`src/core/lane_test_regs.vh`:
```
// Purpose: register offsets, fields, reset values and timing for lane status and bit-error test
// Assumes: 15-bit serial-port addresses, 8-bit registers
// Notes: included by the lane test top and its lane checker
`ifndef LANE_TEST_REGS_VH
`define LANE_TEST_REGS_VH

////////////////////////////////////////////////////////////////////////////////
// register offsets
`define ADDR_FIFO_EMPTY 15'h030d
`define ADDR_SYNC_PULSE 15'h0312
`define ADDR_CFG_CLK_SEL 15'h0314
`define ADDR_LANE_ENABLE 15'h0315
`define ADDR_TEST_CTRL 15'h0316
`define ADDR_LIMIT_LOW 15'h0317
`define ADDR_LIMIT_MID 15'h0318
`define ADDR_LIMIT_HIGH 15'h0319
`define ADDR_ERRORS_LOW 15'h031a
`define ADDR_ERRORS_MID 15'h031b
`define ADDR_ERRORS_HIGH 15'h031c
`define ADDR_PASS_FLAGS 15'h031d

////////////////////////////////////////////////////////////////////////////////
// fields of the control registers
`define PULSE_LEN_MSB 5
`define PULSE_LEN_LSB 4
`define CTRL_SEL_MSB 6
`define CTRL_SEL_LSB 4
`define CTRL_PAT_MSB 3
`define CTRL_PAT_LSB 2
`define CTRL_RUN_BIT 1
`define CTRL_CLEAR_BIT 0
`define CTRL_WRITE_MASK 8'h7f
`define CFG_CLK_SEL_MASK 8'h01

////////////////////////////////////////////////////////////////////////////////
// reset values
`define RST_ZERO 8'h00
`define RST_PASS_FLAGS 8'hff

////////////////////////////////////////////////////////////////////////////////
// pattern codes
`define PAT_PRBS7 2'h0
`define PAT_PRBS15 2'h1
`define PAT_PRBS31 2'h2
`define PAT_UNUSED 2'h3

////////////////////////////////////////////////////////////////////////////////
// timing: lane clock period in system clock cycles, and pulse length codes
`define PCLK_DIV 2
`define PULSE_HALF 2'h0
`define PULSE_ONE 2'h1
`define PULSE_TWO 2'h2
// bits taken into the checker history before mismatches count
`define PRBS_FILL 5'h1f

`endif

```
`src/core/prbs_lane_checker.v`:
```
// Purpose: one lane of the bit-error test: self-aligning sequence check and error count
// Assumes: rx_bit is qualified by bit_valid from deserializer logic on clk_sys
// Notes: the count saturates; fail is sticky until clear
`timescale 1ns/1ns
`include "lane_test_regs.vh"

module prbs_lane_checker #(
    parameter CNT_W = 24
) (
    // clock and reset
    input wire clk_sys,
    input wire rst_b,
    // control
    input wire run,
    input wire clear,
    input wire [1:0] pattern,
    input wire [CNT_W-1:0] threshold,
    // lane data
    input wire bit_valid,
    input wire rx_bit,
    // results
    output reg [CNT_W-1:0] error_count,
    output reg fail
);

reg [30:0] history_reg;
reg [4:0] fill_reg;
reg expected;
reg checked;

// the expected bit comes from the received history itself, so the
// checker locks to any phase of the sequence without a seed
always @* begin
    expected = 1'b0;
    checked = 1'b1;
    case (pattern)
        `PAT_PRBS7: expected = history_reg[6] ^ history_reg[5];
        `PAT_PRBS15: expected = history_reg[14] ^ history_reg[13];
        `PAT_PRBS31: expected = history_reg[30] ^ history_reg[27];
        default: checked = 1'b0;
    endcase
end

always @(posedge clk_sys or negedge rst_b) begin
    if (!rst_b) begin
        history_reg <= 31'h00000000;
        fill_reg <= 5'h00;
        error_count <= {CNT_W{1'b0}};
        fail <= 1'b0;
    end else if (clear) begin
        history_reg <= 31'h00000000;
        fill_reg <= 5'h00;
        error_count <= {CNT_W{1'b0}};
        fail <= 1'b0;
    end else begin
        if (run && bit_valid) begin
            history_reg <= {history_reg[29:0], rx_bit};
            if (fill_reg != `PRBS_FILL) begin
                fill_reg <= fill_reg + 5'h01;
            end else if (checked && (rx_bit != expected) && (~&error_count)) begin
                error_count <= error_count + {{(CNT_W-1){1'b0}}, 1'b1};
            end
        end
        if (error_count > threshold) begin
            fail <= 1'b1;
        end
    end
end

endmodule // prbs_lane_checker

```
`src/core/lane_test_top.v`:
```
// Purpose: lane status, sync error pulse and lane bit-error test behind the serial port
// Assumes: serial clock at most one eighth of clk_sys; lane bits and link events on clk_sys
// Notes: serial frame is 16 instruction bits (read flag, 15-bit address) then data bytes
//   unused pulse length code is held as long as the longest one
//   pass flags follow the lane fail flags one cycle later
`timescale 1ns/1ns
`include "lane_test_regs.vh"

module lane_test_top #(
    parameter LANES = 8,
    parameter LINKS = 2,
    parameter CNT_W = 24,
    parameter PCLK_DIV = `PCLK_DIV
) (
    // clock and reset
    input wire clk_sys,
    input wire rst_b,
    // serial control port
    input wire spi_sclk,
    input wire spi_cs_b,
    input wire spi_sdi,
    output reg spi_sdo,
    output reg spi_sdo_oe,
    // lane side, from deserializer logic
    input wire [LANES-1:0] lane_fifo_empty,
    input wire [LANES-1:0] lane_bit_valid,
    input wire [LANES-1:0] lane_rx_bit,
    // link side, from the deframers
    input wire [LINKS-1:0] multiframe_end,
    input wire [LINKS-1:0] char_error,
    // outputs
    output reg sync_request_out_link0_b,
    output reg sync_request_out_link1_b,
    output reg serdes_config_clk_sel
);

////////////////////////////////////////////////////////////////////////////////
// registers

reg [7:0] fifo_empty_reg;
reg [7:0] sync_pulse_reg;
reg [7:0] lane_enable_reg;
reg [7:0] test_ctrl_reg;
reg [7:0] limit_low_reg;
reg [7:0] limit_mid_reg;
reg [7:0] limit_high_reg;
reg [7:0] pass_flags_reg;

wire [1:0] error_pulse_length = sync_pulse_reg[`PULSE_LEN_MSB:`PULSE_LEN_LSB];
wire [2:0] error_count_lane_select = test_ctrl_reg[`CTRL_SEL_MSB:`CTRL_SEL_LSB];
wire [1:0] bert_pattern_choice = test_ctrl_reg[`CTRL_PAT_MSB:`CTRL_PAT_LSB];
wire bert_run = test_ctrl_reg[`CTRL_RUN_BIT];
wire bert_clear = test_ctrl_reg[`CTRL_CLEAR_BIT];
// threshold bytes stand high to low, so the three writes may come in any order
wire [CNT_W-1:0] bert_limit = {limit_high_reg, limit_mid_reg, limit_low_reg};

wire [LANES*CNT_W-1:0] lane_counts;
wire [LANES-1:0] lane_fail;
reg [CNT_W-1:0] sel_count;

// a select beyond the last lane reads zero instead of an unknown slice
always @* begin : count_mux
    integer j;
    sel_count = {CNT_W{1'b0}};
    for (j = 0; j < LANES; j = j + 1) begin
        if ({29'h0, error_count_lane_select} == j) begin
            sel_count = lane_counts[j*CNT_W +: CNT_W];
        end
    end
end

// serial-port write strobe
reg wr_stb;
reg [14:0] wr_addr;
reg [7:0] wr_data;

////////////////////////////////////////////////////////////////////////////////
// read decode

function [7:0] read_mux;
    input [14:0] addr;
    begin
        case (addr)
            `ADDR_FIFO_EMPTY: read_mux = fifo_empty_reg;
            `ADDR_SYNC_PULSE: read_mux = sync_pulse_reg;
            `ADDR_CFG_CLK_SEL: read_mux = {7'h00, serdes_config_clk_sel};
            `ADDR_LANE_ENABLE: read_mux = lane_enable_reg;
            `ADDR_TEST_CTRL: read_mux = test_ctrl_reg;
            `ADDR_LIMIT_LOW: read_mux = limit_low_reg;
            `ADDR_LIMIT_MID: read_mux = limit_mid_reg;
            `ADDR_LIMIT_HIGH: read_mux = limit_high_reg;
            `ADDR_ERRORS_LOW: read_mux = sel_count[7:0];
            `ADDR_ERRORS_MID: read_mux = sel_count[15:8];
            `ADDR_ERRORS_HIGH: read_mux = sel_count[23:16];
            `ADDR_PASS_FLAGS: read_mux = pass_flags_reg;
            default: read_mux = 8'h00;
        endcase
    end
endfunction

// the half cycle is exact only for an even PCLK_DIV
localparam [31:0] HALF_CYCLES = PCLK_DIV / 2;
localparam [31:0] ONE_CYCLES = PCLK_DIV;
localparam [31:0] TWO_CYCLES = 2 * PCLK_DIV;

// number of clk_sys cycles the sync request is held low per length code
function [3:0] pulse_cycles;
    input [1:0] code;
    begin
        case (code)
            `PULSE_HALF: pulse_cycles = HALF_CYCLES[3:0];
            `PULSE_ONE: pulse_cycles = ONE_CYCLES[3:0];
            `PULSE_TWO: pulse_cycles = TWO_CYCLES[3:0];
            // the unused code is held like the longest to stay visible
            default: pulse_cycles = TWO_CYCLES[3:0];
        endcase
    end
endfunction

////////////////////////////////////////////////////////////////////////////////
// serial port: pins pass two flops; sclk gets a third for edge detection

reg sclk_s1;
reg sclk_s2;
reg sclk_s3;
reg cs_s1;
reg cs_s2;
reg sdi_s1;
reg sdi_s2;

always @(posedge clk_sys or negedge rst_b) begin
    if (!rst_b) begin
        sclk_s1 <= 1'b0;
        sclk_s2 <= 1'b0;
        sclk_s3 <= 1'b0;
        cs_s1 <= 1'b1;
        cs_s2 <= 1'b1;
        sdi_s1 <= 1'b0;
        sdi_s2 <= 1'b0;
    end else begin
        sclk_s1 <= spi_sclk;
        sclk_s2 <= sclk_s1;
        sclk_s3 <= sclk_s2;
        cs_s1 <= spi_cs_b;
        cs_s2 <= cs_s1;
        sdi_s1 <= spi_sdi;
        sdi_s2 <= sdi_s1;
    end
end

wire sclk_rise = sclk_s2 & ~sclk_s3;
wire sclk_fall = ~sclk_s2 & sclk_s3;

reg [4:0] bit_cnt_reg;
reg [14:0] instr_reg;
reg [14:0] addr_reg;
reg read_reg;
reg [6:0] wr_shift_reg;
reg [6:0] rd_shift_reg;

// after each data byte the address steps on, so bursts stream through the map
always @(posedge clk_sys or negedge rst_b) begin
    if (!rst_b) begin
        bit_cnt_reg <= 5'h00;
        instr_reg <= 15'h0000;
        addr_reg <= 15'h0000;
        read_reg <= 1'b0;
        wr_shift_reg <= 7'h00;
        rd_shift_reg <= 7'h00;
        wr_stb <= 1'b0;
        wr_addr <= 15'h0000;
        wr_data <= 8'h00;
        spi_sdo <= 1'b0;
        spi_sdo_oe <= 1'b0;
    end else begin
        wr_stb <= 1'b0;
        // chip select high mid byte drops the byte: no partial write lands
        if (cs_s2) begin
            bit_cnt_reg <= 5'h00;
            read_reg <= 1'b0;
            spi_sdo_oe <= 1'b0;
        end else begin
            if (sclk_rise) begin
                if (bit_cnt_reg < 5'h10) begin
                    instr_reg <= {instr_reg[13:0], sdi_s2};
                    bit_cnt_reg <= bit_cnt_reg + 5'h01;
                    if (bit_cnt_reg == 5'h0f) begin
                        addr_reg <= {instr_reg[13:0], sdi_s2};
                        read_reg <= instr_reg[14];
                    end
                end else if (bit_cnt_reg == 5'h17) begin
                    if (!read_reg) begin
                        wr_stb <= 1'b1;
                        wr_addr <= addr_reg;
                        wr_data <= {wr_shift_reg, sdi_s2};
                    end
                    addr_reg <= addr_reg + 15'h0001;
                    bit_cnt_reg <= 5'h10;
                end else begin
                    wr_shift_reg <= {wr_shift_reg[5:0], sdi_s2};
                    bit_cnt_reg <= bit_cnt_reg + 5'h01;
                end
            end
            if (sclk_fall && read_reg && (bit_cnt_reg >= 5'h10)) begin
                spi_sdo_oe <= 1'b1;
                if (bit_cnt_reg == 5'h10) begin
                    // the byte is taken whole so a status change cannot tear it
                    {spi_sdo, rd_shift_reg} <= read_mux(addr_reg);
                end else begin
                    spi_sdo <= rd_shift_reg[6];
                    rd_shift_reg <= {rd_shift_reg[5:0], 1'b0};
                end
            end
        end
    end
end

////////////////////////////////////////////////////////////////////////////////
// register file
// reserved bits of the pulse setting are stored and read back as written

always @(posedge clk_sys or negedge rst_b) begin
    if (!rst_b) begin
        sync_pulse_reg <= `RST_ZERO;
        serdes_config_clk_sel <= 1'b0;
        lane_enable_reg <= `RST_ZERO;
        test_ctrl_reg <= `RST_ZERO;
        limit_low_reg <= `RST_ZERO;
        limit_mid_reg <= `RST_ZERO;
        limit_high_reg <= `RST_ZERO;
    end else if (wr_stb) begin
        case (wr_addr)
            `ADDR_SYNC_PULSE: sync_pulse_reg <= wr_data;
            // kept at zero by software during physical layer setup
            `ADDR_CFG_CLK_SEL: serdes_config_clk_sel <= wr_data[0];
            `ADDR_LANE_ENABLE: lane_enable_reg <= wr_data;
            `ADDR_TEST_CTRL: test_ctrl_reg <= wr_data & `CTRL_WRITE_MASK;
            `ADDR_LIMIT_LOW: limit_low_reg <= wr_data;
            `ADDR_LIMIT_MID: limit_mid_reg <= wr_data;
            `ADDR_LIMIT_HIGH: limit_high_reg <= wr_data;
            default: ;
        endcase
    end
end

// status snapshots for readback
always @(posedge clk_sys or negedge rst_b) begin
    if (!rst_b) begin
        fifo_empty_reg <= `RST_ZERO;
        pass_flags_reg <= `RST_PASS_FLAGS;
    end else begin
        fifo_empty_reg <= lane_fifo_empty;
        pass_flags_reg <= ~lane_fail;
    end
end

////////////////////////////////////////////////////////////////////////////////
// lane bit-error checkers

genvar g;
generate
    for (g = 0; g < LANES; g = g + 1) begin : lane
        // a disabled lane holds its history and count as they stand, but the shared clear still zeroes them
        wire lane_run = bert_run & lane_enable_reg[g];
        prbs_lane_checker #(
            .CNT_W(CNT_W)
        ) bit_check (
            .clk_sys(clk_sys),
            .rst_b(rst_b),
            .run(lane_run),
            .clear(bert_clear),
            .pattern(bert_pattern_choice),
            .threshold(bert_limit),
            .bit_valid(lane_bit_valid[g]),
            .rx_bit(lane_rx_bit[g]),
            .error_count(lane_counts[g*CNT_W +: CNT_W]),
            .fail(lane_fail[g])
        );
    end
endgenerate

////////////////////////////////////////////////////////////////////////////////
// sync error pulse per link

reg [LINKS-1:0] sync_low_next;
wire [4*LINKS-1:0] pulse_cnt_flat;

generate
    for (g = 0; g < LINKS; g = g + 1) begin : link
        reg [3:0] pulse_cnt_reg;
        reg [3:0] pulse_cnt_next;
        reg err_seen_reg;
        // an error seen in the closing cycle still counts for this multiframe
        wire close_with_error = multiframe_end[g] && (err_seen_reg || char_error[g]);
        // a new erroneous close reloads the count, so close pulses merge
        always @* begin
            pulse_cnt_next = pulse_cnt_reg;
            if (close_with_error) begin
                pulse_cnt_next = pulse_cycles(error_pulse_length);
            end else if (pulse_cnt_reg != 4'h0) begin
                pulse_cnt_next = pulse_cnt_reg - 4'h1;
            end
        end
        always @(posedge clk_sys or negedge rst_b) begin
            if (!rst_b) begin
                pulse_cnt_reg <= 4'h0;
                err_seen_reg <= 1'b0;
            end else begin
                pulse_cnt_reg <= pulse_cnt_next;
                if (multiframe_end[g]) begin
                    err_seen_reg <= 1'b0;
                end else if (char_error[g]) begin
                    err_seen_reg <= 1'b1;
                end
            end
        end
        assign pulse_cnt_flat[4*g +: 4] = pulse_cnt_next;
    end
endgenerate

always @* begin : low_decode
    integer i;
    sync_low_next = {LINKS{1'b0}};
    for (i = 0; i < LINKS; i = i + 1) begin
        sync_low_next[i] = (pulse_cnt_flat[4*i +: 4] != 4'h0);
    end
end

always @(posedge clk_sys or negedge rst_b) begin
    if (!rst_b) begin
        sync_request_out_link0_b <= 1'b1;
        sync_request_out_link1_b <= 1'b1;
    end else begin
        sync_request_out_link0_b <= ~sync_low_next[0];
        sync_request_out_link1_b <= ~sync_low_next[1];
    end
end

endmodule // lane_test_top

```
`config.mk`:
```
export PLATFORM = sky130hd
export DESIGN_NAME = lane_test_top
export DESIGN_NICKNAME = d
export VERILOG_FILES = /design/src/core/prbs_lane_checker.v /design/src/core/lane_test_top.v
export VERILOG_INCLUDE_DIRS = /design/src /design/src/core
export SDC_FILE = /design/constraint.sdc
export NUM_CORES = 2
export LEC_CHECK = 0
export BUFFER_PORTS_ARGS = -buffer_cell sky130_fd_sc_hd__buf_2
export CORE_AREA = 2 2 348 178
export CTS_BUF_LIST = sky130_fd_sc_hd__clkbuf_8 sky130_fd_sc_hd__clkbuf_16
export DETAILED_ROUTE_END_ITERATION = 8
export DIE_AREA = 0 0 350 180
export GPL_TIMING_DRIVEN = 1
export PLACE_DENSITY = 0.82
export SLEW_MARGIN = 20
export SYNTH_ARGS = -nofsm -noshare
export SYNTH_HDL_FRONTEND = slang
export SYNTH_SLANG_ARGS = --single-unit
```
`constraint.sdc`:
```
create_clock -name clk_sys -period 3.7 [get_ports clk_sys]
set_clock_uncertainty 0.05 [all_clocks]
set_input_delay 0.37 -clock clk_sys [delete_from_list [all_inputs] [get_ports clk_sys]]
set_output_delay 0.37 -clock clk_sys [all_outputs]
set_load 0.005 [all_outputs]
```
==> results.py <==
metrics = {
    "logic_synthesis": {
        "syn_nets": 4209,
        "ys_ff_latch": 647,
        "syn_area_sq_um": 35600,
        "synthSimpleGateAreaFrac_pct": 21.2,
        "synth_top_family_by_area": "simple AND/OR/NAND/NOR gates",
        "async_flop_share_pct": 100,
        "synth_xor_area_share_pct": 5.09,
        "yosys.area_share.adder_pct": 7.90,
        "synth_edf_count": 0,
        "syn_inst": 3951,
        "avgSynthCellArea_sq_um": 9.02,
        "yosys_most_used_dff": "dfrtp_1",
        "yosysSeqAreaShare_pct": 45.5,
        "yosys_warnings": 0,
        "synth_compound_area_share_pct": 13.1,
        "ys_types": 90,
        "muxShareOfSynthArea_pct": 4.01,
    },
    "place": {
        "portBuffers": 37,
        "place_inst": 4710,
        "globalplace.congestion": 1.08,
        "place_hpwl_mm": 81.2,
        "place_area_sq_um": 36900,
    },
    "cells_and_area": {
        "largest_reg_flops": 248,
        "syn_to_final_growth_pct": 9.38,
        "fin_area_sq_um": 39000,
        "final_cells": 4833,
        "nNetsFinal": 4221,
        "drive_gt1_share_pct": 8.74,
        "layout_commonest_cell": "nand2_1",
        "final.fill_count": 4801,
        "layout_common_cells": "nand2_1, dfrtp_1, a21oi_1, nor2_1, ha_1",
        "final_util_pct": 64.8,
    },
    "floorplanning": {
        "dieArea_sq_um": 63000,
        "num_rows": 64,
        "chipHeight_microns": 180,
        "pin_count": 38,
        "die_w_microns": 350,
        "initial_utilization_pct": 59.3,
        "core_area_sq_um": 60100,
    },
    "timing": {
        "max_slew_margin_pct": 16.4,
        "hold_slack_ns": 0.0173,
        "finalCritPeriodShare_pct": 90.8,
        "clock.fmax_mhz": 298,
        "setup_violations": 0,
        "slew_viol_final": 0,
        "tns_ns": 0,
        "worst_slew_pin_slew_ns": 1.25,
        "rsz0062_at_grt": "false",
        "fin_crit_ns": 3.36,
        "finalHoldViolations": 0,
    },
    "clock_network": {
        "clock_path_buffers": 3,
        "clkTransAtPathRegs_ns": 0.07,
        "cts_root_buf": "clkbuf_16",
        "cts_buffers": 56,
        "h-tree-depth": 2,
        "cts_tree": "built",
        "clock_latency_ns": 0.64,
        "cts_setup_buffers": 0,
        "clock_sinks": 647,
    },
    "run": {
        "cap_violations": 0,
    },
    "global_routing": {
        "overflow": 0,
        "grt_pass1_vias": 28300,
        "grt_pass1_wl_mm": 171,
        "grt_max_degree": 175,
        "antenna_found_initial": 2,
        "track_usage_pct": 35.4,
    },
    "setup_path": {
        "timing.critical_path.max_delay_family": "compound AO/OA/AOI/OAI gates",
        "path_buf_inv": 2,
        "path_cells": "inv_1, ha_1, nand3b_1, nor2_1, a32o_1, a221oi_1, o21ai_0, a2111oi_0, buf_4, a32oi_1",
        "path_class": "flop to flop",
        "worstSetupEndpointType": "flop",
        "start_kind": "flop",
        "required_ns": 4.14,
        "cp_slowest_stage_delay_ns": 0.76,
        "critPathMaxFanout": 10,
        "cp.arrival_ns": 3.80,
        "slowest_stage": "a2111oi_0",
    },
    "route": {
        "first_pass_iters": 7,
        "vias_per_cell": 6.38,
        "wl_per_cell_microns": 23.2,
        "first_iter_violations": 4438,
        "antenna_left": 0,
        "vias": 30800,
        "drc": 0,
        "drt-total-wl_mm": 112,
    },
    "pwr": {
        "p_leak_uw": 0.0176,
        "powerDensity_nw_per_um2": 354,
        "vdd_drop_max_mv": 0.408,
    },
    "min_path": {
        "hold_class": "input pin to flop",
    },
    "run_status": {
        "status": "completed",
    },
}
## logic make-up after synthesis
| family | Yosys count |
|---|---|
| adder cells (fa/ha/maj) | 225 |
| AO/OA/AOI/OAI | 811 |
| XOR/XNOR | 199 |
| buffers and inverters | 292 |
| multiplexers | 112 |
| AND/OR/NAND/NOR | 1665 |
| flip-flops | 647 |
## metal layers
layer | share of wire [%] | GRT usage, % | wire, microns | vias up
met5 | 0.16 | 0.907 | 182 | -
met4 | 2.3 | 6.55 | 2620 | 10
met1 | 43 | 53.9 | 48700 | 14800
met2 | 37 | 44.4 | 41900 | 1855
met3 | 17 | 17.8 | 18700 | 245
li1 | - | - | - | 13900
## repair_timing
action	in CTS	in global routing
hold buffers	20	0
gates resized for setup	0	0
endpoints found under the hold margin	101	0
## worst paths after layout
kind	slack (ns)	from	cells after the start	end
max	0.34	addr_reg[0]	10	rd_shift_reg[4]
min	0.02	lane_rx_bit[2]	3	lane[2].bit_check.history_reg[0]
max reg2reg	0.34	addr_reg[0]	10	rd_shift_reg[4]
min reg2reg	0.30	sclk_s1	0	sclk_s2
max in group asynchronous	2.18	rst_b	3	lane[1].bit_check.error_count[10]
min in group asynchronous	0.35	rst_b	2	lane[0].bit_check.history_reg[22]
## worst reg2reg max path: cells and delay by family (launching register included)
family | cells | cell delay [ns]
flip-flops | 1 | 0.41
adder cells (fa/ha/maj) | 1 | 0.40
AND/OR/NAND/NOR | 2 | 0.33
AO/OA/AOI/OAI | 5 | 1.67
buffers and inverters | 2 | 0.34
## synthesized netlist by cell type, drive strengths merged (29+ instances only)
library cell  number  area [sq um]
inv               94           353
xnor2             94           823
mux2              67           754
a21oi            425          2130
clkbuf           174           663
ha               225          2820
nor4              38           263
nand3            137           686
nand2            777          2920
o21ai            167           836
and3              51           320
a21o              29           218
or3               37           233
nand4            107           669
nor2             331          1240
xor2             100           876
nor3              68           350
dfrtp            635         15900
## metrics by stage
| stage | worst slack (ns) | power, uW |
|---|---|---|
| final | 0.341 | 13800 |
| after global placement | 0.605 | 7850 |
| after floorplan | 1.36 | 7590 |
| after detailed placement | 0.610 | 7870 |
| after CTS | 0.533 | 13900 |
| after global routing | 0.247 | 14300 |
## layout make-up
| class | instances | area (sq um) | area share (%) |
|---|---|---|---|
| Clock inverter | 31 | 253 | 0.648 |
| Multi-Input combinational cell | 3012 | 18300 | 46.9 |
| Inverter | 96 | 360 | 0.924 |
| Clock buffer | 70 | 1610 | 4.12 |
| Tap cell | 825 | 1030 | 2.65 |
| Timing Repair Buffer | 150 | 1220 | 3.13 |
| Sequential cell | 647 | 16200 | 41.6 |
| Antenna cell | 2 | 5.00 | 0.0128 |
## power by group
group | internal [uW] | switching (uW)
clock | 3280 | 2770
sequential | 7180 | 74.3
combinational | 190 | 310
Power figures use the tool's default switching activity.
